[src/wcd_pkg.sv]
// Purpose: Shared constants and carriers for the write command decoder
// Assumes: Command words arrive already gathered from a submission queue entry
// Notes: All field positions and status codes are named here
package wcd_pkg;

    // ************************************************************
    // Field positions
    // ************************************************************
    localparam int WCD_LR_BIT = 31;
    localparam int WCD_FUA_BIT = 30;
    localparam int WCD_PI_HI = 29;
    localparam int WCD_PI_LO = 26;
    localparam int WCD_RSV12A_HI = 25;
    localparam int WCD_RSV12A_LO = 24;
    localparam int WCD_DT_HI = 23;
    localparam int WCD_DT_LO = 20;
    localparam int WCD_RSV12B_HI = 19;
    localparam int WCD_RSV12B_LO = 16;
    localparam int WCD_NLB_HI = 15;
    localparam int WCD_NLB_LO = 0;
    localparam int WCD_DV_HI = 31;
    localparam int WCD_DV_LO = 16;
    localparam int WCD_RSV13_HI = 15;
    localparam int WCD_RSV13_LO = 8;
    localparam int WCD_INCOMP_BIT = 7;
    localparam int WCD_SEQ_BIT = 6;
    localparam int WCD_LAT_HI = 5;
    localparam int WCD_LAT_LO = 4;
    localparam int WCD_FREQ_HI = 3;
    localparam int WCD_FREQ_LO = 0;
    localparam int WCD_TM_HI = 31;
    localparam int WCD_TM_LO = 16;
    localparam int WCD_TV_HI = 15;
    localparam int WCD_TV_LO = 0;

    // ************************************************************
    // Codes
    // ************************************************************
    localparam logic [3:0] WCD_FREQ_LAST = 4'h6;
    localparam logic [7:0] WCD_SC_SUCCESS = 8'h00;
    localparam logic [7:0] WCD_SC_CONFLICT = 8'h80;
    localparam logic [7:0] WCD_SC_BAD_PI = 8'h81;
    localparam logic [7:0] WCD_SC_READ_ONLY = 8'h82;
    localparam logic [16:0] WCD_ONE_17 = 17'h00001;

    typedef enum logic [1:0] {
        WCD_LAT_NONE = 2'h0,
        WCD_LAT_IDLE = 2'h1,
        WCD_LAT_NORMAL = 2'h2,
        WCD_LAT_LOW = 2'h3
    } wcd_latency_t;

    // ************************************************************
    // Carriers
    // ************************************************************
    typedef struct packed {
        logic sgl_mode;
        logic [63:0] meta_buffer_pointer;
        logic [127:0] data_buffer_pointer;
        logic [31:0] dw10;
        logic [31:0] dw11;
        logic [31:0] dw12;
        logic [31:0] dw13;
        logic [31:0] dw14;
        logic [31:0] dw15;
    } wcd_cmd_t;

    typedef struct packed {
        logic incompressible;
        logic sequential;
        wcd_latency_t latency;
        logic [3:0] frequency;
        logic freq_reserved;
    } wcd_hints_t;

    typedef struct packed {
        logic sgl_mode;
        logic [63:0] meta_buffer_pointer;
        logic [63:0] prp_entry_1;
        logic [63:0] prp_entry_2;
        logic [127:0] sgl_entry_1;
        logic [63:0] first_block_address;
        logic [16:0] block_total;
        logic [15:0] block_count_minus_one;
        logic limited_retry;
        logic force_media_commit;
        logic [3:0] protection_action_check;
        logic [3:0] directive_kind;
        logic [15:0] directive_value;
        wcd_hints_t dataset_hints;
        logic pi_in_use;
        logic meta_in_use;
        logic [31:0] initial_reference_tag;
        logic [15:0] app_tag_mask;
        logic [15:0] app_tag_value;
    } wcd_job_t;

    typedef struct packed {
        logic [15:0] cmd_id;
        logic [7:0] status;
    } wcd_cpl_t;

endpackage

[src/wcd_hint_decode.sv]
// Purpose: Decodes the dataset management hints byte
// Assumes: Byte taken from the low bits of command word thirteen
// Notes: Purely combinational
`timescale 1ns/1ps
module wcd_hint_decode
    import wcd_pkg::*;
(
    input wire logic [7:0] hint_byte,
    output wcd_hints_t hints
);

    // ************************************************************
    // Hint fields
    // ************************************************************
    always_comb begin
        hints.incompressible = hint_byte[WCD_INCOMP_BIT];
        hints.sequential = hint_byte[WCD_SEQ_BIT];
        hints.latency = wcd_latency_t'(hint_byte[WCD_LAT_HI:WCD_LAT_LO]);
        hints.frequency = hint_byte[WCD_FREQ_HI:WCD_FREQ_LO];
        hints.freq_reserved = hint_byte[WCD_FREQ_HI:WCD_FREQ_LO] > WCD_FREQ_LAST;
    end

endmodule

[src/wcd_skid.sv]
// Purpose: Two-entry buffer with valid and ready on both sides
// Assumes: One clock, asynchronous active-low reset
// Notes: Ready upstream depends only on stored state
`timescale 1ns/1ps
module wcd_skid #(
    parameter int WIDTH = 8
) (
    input wire logic clk,
    input wire logic rstn,
    input wire logic in_valid,
    output logic in_ready,
    input wire logic [WIDTH-1:0] in_data,
    output logic out_valid,
    input wire logic out_ready,
    output logic [WIDTH-1:0] out_data
);

    if (WIDTH < 1) begin : g_bad_width
        $error("wcd_skid width must be positive");
    end

    logic [WIDTH-1:0] slot_ff [2];
    logic rd_ff;
    logic wr_ff;
    logic [1:0] cnt_ff;
    logic push;
    logic pop;

    assign push = in_valid && (cnt_ff != 2'h2);
    assign pop = out_valid && out_ready;
    assign in_ready = cnt_ff != 2'h2;
    assign out_valid = cnt_ff != 2'h0;
    assign out_data = slot_ff[rd_ff];

    // ************************************************************
    // Storage
    // ************************************************************
    always_ff @(posedge clk or negedge rstn) begin
        if (!rstn) begin
            slot_ff[0] <= '0;
            slot_ff[1] <= '0;
        end else if (push) begin
            slot_ff[wr_ff] <= in_data;
        end
    end

    // ************************************************************
    // Pointers and count
    // ************************************************************
    always_ff @(posedge clk or negedge rstn) begin
        if (!rstn) begin
            rd_ff <= 1'b0;
            wr_ff <= 1'b0;
            cnt_ff <= 2'h0;
        end else begin
            if (push) begin
                wr_ff <= ~wr_ff;
            end
            if (pop) begin
                rd_ff <= ~rd_ff;
            end
            cnt_ff <= cnt_ff + {1'b0, push} - {1'b0, pop};
        end
    end

endmodule

[src/wcd_decoder.sv]
// Purpose: Decodes a storage Write command into its fields and posts a completion
// Assumes: Namespace format and range protection given as plain inputs
// Notes: Decoded job leaves through a two-entry buffer; completion follows acceptance
`timescale 1ns/1ps

module wcd_decoder
    import wcd_pkg::*;
#(
    parameter int ID_WIDTH = 16
) (
    input wire logic clk,
    input wire logic rstn,
    input wire logic cmd_valid,
    output logic cmd_ready,
    input wire logic [ID_WIDTH-1:0] cmd_id,
    input wire wcd_cmd_t cmd,
    input wire logic ns_pi_enabled,
    input wire logic ns_meta_enabled,
    input wire logic [3:0] ns_pi_allowed_mask,
    input wire logic range_read_only,
    input wire logic directives_enabled,
    output logic job_valid,
    input wire logic job_ready,
    output wcd_job_t job,
    output logic cpl_valid,
    input wire logic cpl_ready,
    output wcd_cpl_t cpl
);

    // ************************************************************
    // Elaboration checks
    // ************************************************************
    if (ID_WIDTH < 1 || ID_WIDTH > 16) begin : g_bad_id
        $error("wcd_decoder ID_WIDTH must be 1 to 16");
    end
    if (WCD_PI_HI - WCD_PI_LO != 3 || WCD_DT_HI - WCD_DT_LO != 3) begin : g_bad_nibble
        $error("wcd_decoder nibble fields must be four bits wide");
    end
    if (WCD_NLB_HI - WCD_NLB_LO != 15 || WCD_DV_HI - WCD_DV_LO != 15) begin : g_bad_half
        $error("wcd_decoder count and directive fields must be sixteen bits wide");
    end
    if (WCD_TM_HI - WCD_TM_LO != 15 || WCD_TV_HI - WCD_TV_LO != 15) begin : g_bad_tag
        $error("wcd_decoder tag fields must be sixteen bits wide");
    end
    if (WCD_INCOMP_BIT - WCD_FREQ_LO != 7) begin : g_bad_hint
        $error("wcd_decoder hint byte must be eight bits wide");
    end
    if (WCD_RSV12A_HI >= WCD_PI_LO || WCD_RSV12A_LO <= WCD_DT_HI) begin : g_bad_rsv12a
        $error("wcd_decoder reserved range overlaps a field");
    end
    if (WCD_RSV12B_HI >= WCD_DT_LO || WCD_RSV12B_LO <= WCD_NLB_HI) begin : g_bad_rsv12b
        $error("wcd_decoder reserved range overlaps a field");
    end
    if (WCD_RSV13_HI >= WCD_DV_LO || WCD_RSV13_LO <= WCD_INCOMP_BIT) begin : g_bad_rsv13
        $error("wcd_decoder reserved range overlaps a field");
    end

    // ************************************************************
    // Functions
    // ************************************************************
    function automatic logic [3:0] nib(input logic [31:0] w, input int lo);
        nib = w[lo +: 4];
    endfunction

    function automatic logic [15:0] half(input logic [31:0] w, input int lo);
        half = w[lo +: 16];
    endfunction

    function automatic logic pi_illegal(
        input logic [3:0] pi,
        input logic pi_on,
        input logic [3:0] allowed
    );
        if (pi_on) begin
            pi_illegal = (pi & ~allowed) != 4'h0;
        end else begin
            pi_illegal = pi != 4'h0;
        end
    endfunction

    function automatic logic [15:0] gate16(input logic on, input logic [15:0] v);
        gate16 = on ? v : 16'h0000;
    endfunction

    // ************************************************************
    // Signals
    // ************************************************************
    wcd_hints_t hints;
    wcd_job_t dec;
    logic [63:0] meta_ptr;
    logic [63:0] prp_1;
    logic [63:0] prp_2;
    logic [127:0] sgl_1;
    logic [31:0] ref_tag;
    logic [15:0] tag_mask;
    logic [15:0] tag_value;
    logic [3:0] pi_field;
    logic [3:0] dt_field;
    logic [15:0] nlb_field;
    logic [7:0] status;
    logic pi_bad;
    logic conflict;
    logic ok;
    logic take;
    logic buf_in_ready;
    logic out_valid;
    logic out_ready;
    logic nxt_cmd_ready;
    wcd_job_t out_job;

    // ************************************************************
    // Hints
    // ************************************************************
    wcd_hint_decode u_hints (
        .hint_byte(cmd.dw13[WCD_INCOMP_BIT:WCD_FREQ_LO]),
        .hints(hints)
    );

    // ************************************************************
    // Field extraction
    // ************************************************************
    assign pi_field = nib(cmd.dw12, WCD_PI_LO);
    assign dt_field = nib(cmd.dw12, WCD_DT_LO);
    assign nlb_field = half(cmd.dw12, WCD_NLB_LO);

    // ************************************************************
    // Pointer selection
    // ************************************************************
    always_comb begin
        meta_ptr = '0;
        prp_1 = '0;
        prp_2 = '0;
        sgl_1 = '0;
        if (ns_meta_enabled) begin
            meta_ptr = cmd.meta_buffer_pointer;
        end
        if (cmd.sgl_mode) begin
            sgl_1 = cmd.data_buffer_pointer;
        end else begin
            prp_1 = cmd.data_buffer_pointer[63:0];
            prp_2 = cmd.data_buffer_pointer[127:64];
        end
    end

    // ************************************************************
    // Protection tags
    // ************************************************************
    assign ref_tag = ns_pi_enabled ? cmd.dw14 : '0;
    assign tag_mask = gate16(ns_pi_enabled, half(cmd.dw15, WCD_TM_LO));
    assign tag_value = gate16(ns_pi_enabled, half(cmd.dw15, WCD_TV_LO));

    // ************************************************************
    // Job assembly
    // ************************************************************
    always_comb begin
        dec = '0;
        dec.sgl_mode = cmd.sgl_mode;
        dec.meta_in_use = ns_meta_enabled;
        dec.pi_in_use = ns_pi_enabled;
        dec.meta_buffer_pointer = meta_ptr;
        dec.prp_entry_1 = prp_1;
        dec.prp_entry_2 = prp_2;
        dec.sgl_entry_1 = sgl_1;
        dec.first_block_address = {cmd.dw11, cmd.dw10};
        dec.limited_retry = cmd.dw12[WCD_LR_BIT];
        dec.force_media_commit = cmd.dw12[WCD_FUA_BIT];
        dec.protection_action_check = pi_field;
        dec.directive_kind = dt_field;
        dec.block_count_minus_one = nlb_field;
        dec.block_total = {1'b0, nlb_field} + WCD_ONE_17;
        dec.directive_value = half(cmd.dw13, WCD_DV_LO);
        dec.dataset_hints = hints;
        dec.initial_reference_tag = ref_tag;
        dec.app_tag_mask = tag_mask;
        dec.app_tag_value = tag_value;
    end

    // ************************************************************
    // Status choice
    // ************************************************************
    assign pi_bad = pi_illegal(pi_field, ns_pi_enabled, ns_pi_allowed_mask);
    assign conflict = !directives_enabled && (dt_field != 4'h0);

    always_comb begin
        if (conflict) begin
            status = WCD_SC_CONFLICT;
        end else if (pi_bad) begin
            status = WCD_SC_BAD_PI;
        end else if (range_read_only) begin
            status = WCD_SC_READ_ONLY;
        end else begin
            status = WCD_SC_SUCCESS;
        end
    end

    // ************************************************************
    // Acceptance: needs room for job and completion
    // ************************************************************
    assign ok = status == WCD_SC_SUCCESS;
    assign take = cmd_valid && cmd_ready;
    assign out_ready = job_ready && !job_valid;
    assign nxt_cmd_ready = !take && !(cpl_valid && !cpl_ready)
        && (buf_in_ready || (out_valid && out_ready));

    always_ff @(posedge clk or negedge rstn) begin
        if (!rstn) begin
            cmd_ready <= 1'b1;
        end else begin
            cmd_ready <= nxt_cmd_ready;
        end
    end

    // ************************************************************
    // Job buffer
    // ************************************************************
    wcd_skid #(
        .WIDTH($bits(wcd_job_t))
    ) u_buf (
        .clk(clk),
        .rstn(rstn),
        .in_valid(take && ok),
        .in_ready(buf_in_ready),
        .in_data(dec),
        .out_valid(out_valid),
        .out_ready(out_ready),
        .out_data(out_job)
    );

    // ************************************************************
    // Job output valid
    // ************************************************************
    always_ff @(posedge clk or negedge rstn) begin
        if (!rstn) begin
            job_valid <= 1'b0;
        end else if (job_valid) begin
            if (job_ready) begin
                job_valid <= 1'b0;
            end
        end else if (out_valid && job_ready) begin
            job_valid <= 1'b1;
        end
    end

    // ************************************************************
    // Job output data
    // ************************************************************
    always_ff @(posedge clk or negedge rstn) begin
        if (!rstn) begin
            job <= '0;
        end else if (out_valid && out_ready) begin
            job <= out_job;
        end
    end

    // ************************************************************
    // Completion valid
    // ************************************************************
    always_ff @(posedge clk or negedge rstn) begin
        if (!rstn) begin
            cpl_valid <= 1'b0;
        end else if (take) begin
            cpl_valid <= 1'b1;
        end else if (cpl_valid && cpl_ready) begin
            cpl_valid <= 1'b0;
        end
    end

    // ************************************************************
    // Completion data
    // ************************************************************
    always_ff @(posedge clk or negedge rstn) begin
        if (!rstn) begin
            cpl <= '0;
        end else if (take) begin
            cpl.cmd_id <= 16'(cmd_id);
            cpl.status <= status;
        end
    end

    // Reserved ranges of words twelve and thirteen are never read

endmodule

[config.mk]
export PLATFORM = sky130hd
export DESIGN_NAME = wcd_decoder
export DESIGN_NICKNAME = d
export VERILOG_FILES = /design/src/wcd_pkg.sv /design/src/wcd_hint_decode.sv /design/src/wcd_skid.sv /design/src/wcd_decoder.sv
export SDC_FILE = /design/constraint.sdc
export NUM_CORES = 2
export LEC_CHECK = 0
export BUFFER_PORTS_ARGS = -buffer_cell sky130_fd_sc_hd__buf_2
export CORE_UTILIZATION = 50
export CTS_CLUSTER_DIAMETER = 30
export DETAILED_ROUTE_END_ITERATION = 7
export GPL_TIMING_DRIVEN = 0
export PLACE_DENSITY = 0.82
export SYNTH_ARGS = -nofsm -noshare
export SYNTH_HDL_FRONTEND = slang
export SYNTH_HIERARCHICAL = 1
export SYNTH_SLANG_ARGS = --single-unit
[constraint.sdc]
create_clock -name clk -period 2.2 [get_ports clk]
set_input_delay 0.22 -clock clk [delete_from_list [all_inputs] [get_ports clk]]
set_output_delay 0.22 -clock clk [all_outputs]
set_load 0.005 [all_outputs]
==> metrics.md <==
| Metric | Value |
|---|---|
| Mux share of post-synthesis cell area | 0.363 |
| Outcome | finished, violations left |
| Clk root buf | clkbuf_16 |
| Required @ worst endpoint | 2.95 ns |
| Min setup slack post-route | -0.278 ns |
| Vias per cell | 5.68 |
| Antenna Nets Post-Route | 0 |
| Post-synthesis xor/xnor area fraction | 0.00225 |
| Synth Area in Simple Gates | 0.0377 |
| Failing checks | negative hold slack, negative setup slack |
| Largest net degree at the start of global routing | 179 |
| Worst-path clk slew | 0.04 ns |
| Tmin final | 2.48 ns |
| Initial core utilization | 0.503 |
| Max incr delay on CP | 0.61 ns |
| Seq/Total Area, Yosys | 0.565 |
| Synth Area in Compound Gates | 0.000981 |
| Synth cell types | 38 |
| CTS Buf Count | 349 |
| Synth Area in Adders | 0.000535 |
| DRC | 0 |
| Critical path fanouts, max | 10 |
| Syn avg cell area | 15.8 µm² |
| Max Clock Freq | 404 MHz |
| Area post-placement | 77500 µm² |
| Leakage power | 50.8 nW |
| Area share of the largest cell type after synthesis | 0.565 |
| CP cell instances | nand2_4 -> nor4_4 -> buf_6 -> and3b_2 -> buf_12 -> buf_12 -> buf_16 -> buf_12 -> mux2_4 |
| Drt initial violations | 3581 |
| Largest area contributor in the netlist | dfrtp_1 |
| Cells after DPL | 7254 |
| Final setup vio count | 1044 |
| Design area | 97800 µm² |
| Slew headroom | 0.168 |
| Setup Slack @ Placement | -1.66 ns |
| Die height | 376 µm |
| Cell Pwr Density | 1220 nW/µm² |
| Synth Instances | 4428 |
| First-pass GRT wire length | 348000 µm |
| Num rows | 137 |
| Ratio of final minimum period to clock period | 1.13 |
| Min-delay worst type | primary input to async pin |
| Largest family of logic cells by synthesized area | multiplexers |
| Max-cap check violation count | 0 |
| Commonest non-fill, non-tap cell in the layout | dfrtp_1 |
| Synth-to-layout area growth | 39.5% |
| Via Count | 47908 |
| Slew Limit Fails | 0 |
| Total track usage | 0.327 |
| Most frequent cells in the layout | dfrtp_1, mux2_2, buf_2 |
| RSZ-0062 raised after global routing | yes |
| TritonCTS clock tree | done |
| Clk buf depth | 4 |
| Critical-path top delay cell | dfstp_2 |
| Initial antenna violation count | 36 |
| Largest cells by area after synthesis | dfrtp_1, mux2_2, mux2_4 |
| Vias in the first global route | 52768 |
| Worst vdd ir | 0.880 mV |
| Worst Tran Pin Value | 1.25 ns |
| Pre-Repair DR Iteration Count | 7 |
| Mapped Area | 70100 µm² |
| Worst Skew | 0.119 ns |
| Setup crit start kind | flip-flop |
| Worst Hold Slack | -0.710 ns |
| Layout Nets | 6673 |
| Die width | 376 µm |
| Clock Latency Late Sink | 0.94 ns |
| Dpl hpwl | 135000 µm |
| DIE AREA | 142000 µm² |
| H-tree Lvls | 5 |
| Clock sinks | 1583 |
| RD Place Congestion | 0.871 |
| FF/Latch Area | 39600 µm² |
| Total wire length | 247000 µm |
| Fill count | 7934 |
| WL/cell | 29.3 µm |
| Number of warnings issued by yosys | 6 |
| Crit end category | flip-flop |
| Multi-input logic area | 28500 µm² |
| Total gr overflow | 0 |
| Final hold viol count | 421 |
| Share of layout cells above drive strength 1 | 0.539 |
| Worst EP arrival | 3.22 ns |
| Most used cell, CP | buf_12 |
| Synth Register Bits | 1583 |
| PortBufs | 936 |
| CORE AREA | 139000 µm² |
| Non-filler cells, final | 8441 |
| Crit Path Category | flip-flop to flip-flop |
| Top Ports | 960 |
| Final setup TNS | -160.52 ns |
## flip-flops by register name, summed over array words and instances, names as in the netlist
register	cells
cpl_valid	1
cmd_ready	1
u_buf/rd_ff	1
job	519
cpl	19
job_valid	1
u_buf/cnt_ff	2
u_buf/wr_ff	1
u_buf/slot_ff	1038
## routing by layer
metal  GRT usage  share of wire
met1       0.382           0.37
met2       0.525           0.48
met3      0.0870          0.073
met4       0.232          0.076
met5           0        0.00030
## stage by stage
stage                     power, mW   util
final                           120  0.702
after global routing            123  0.702
after CTS                       117  0.689
after detailed placement       62.4  0.556
after global placement         61.6  0.554
after floorplan                52.0      -
## critical path, delay by kind of cell (launching register included)
family,cells,cell delay (ns)
buffers and inverters,5,0.85
flip-flops,1,0.61
AND/OR/NAND/NOR,3,0.59
multiplexers,1,0.31
## cells by family after synthesis
family,after synthesis
compound gates,9
xor+xnor,18
fa+ha+maj,3
buf+inv,295
flops,1583
mux,2092
other cells,1
simple gates,427
## cells in the mapped netlist (all sizes together)
cell type	n
ha	3
dfrtp	1582
nand4	3
nand2b	2
nand2	11
or2	1
a222oi	1
o211ai	1
a22o	1
and2	257
o21ai	2
nor3	2
nand3	8
inv	8
nor4	2
conb	1
and3	3
dfstp	1
and4	2
nor2b	129
a31o	1
and3b	1
xor2	6
nor2	6
mux2	2092
o41a	1
xnor2	12
a21oi	1
o31ai	1
clkbuf	50
buf	237
## final timing paths
kind,from,to,slack (ns),depth (start not counted)
worst min-delay path,rstn,u_buf/slot_ff[949]$_DFFE_PN0P_,-0.71,1
worst max-delay path,cmd_ready$_DFF_PN1_,u_buf/slot_ff[800]$_DFFE_PN0P_,-0.28,9
min in group clk,cmd_valid,u_buf/wr_ff$_DFFE_PN0N_,0.08,7
worst max register to register,cmd_ready$_DFF_PN1_,u_buf/slot_ff[800]$_DFFE_PN0P_,-0.28,9
max in group asynchronous,rstn,u_buf/slot_ff[680]$_DFFE_PN0P_,0.05,4
worst min register to register,job[264]$_DFFE_PN0P_,job[264]$_DFFE_PN0P_,0.48,1
## area by class of cell
type / instances / share of cell area
antenna: 40 / 0.00102
tap: 1876 / 0.0240
multi-input combinational: 2554 / 0.291
timing repair buffer: 1477 / 0.121
clock buffer: 438 / 0.0990
sequential: 1583 / 0.405
clock inverter: 182 / 0.0243
buffer: 283 / 0.0342
inverter: 8 / 0.000307
## timing repair
| item | CTS | global route |
|---|---|---|
| gates resized for setup | 293 | 121 |
| endpoints found under the hold margin | 1472 | 204 |
| cloned | 43 | 49 |
| pin swaps | 1 | 4 |
| endpoints found under the setup margin | 1560 | 1338 |
| hold buffers | 398 | 6 |
| buffers inserted | 20 | 28 |
## power breakdown
group	internal, mW	switching [mW]
Clock	36.5	17.7
Combinational	12.9	13.1
Sequential	35.2	4.19
Total	84.6	35.0
(Power assumes the default switching activity.)
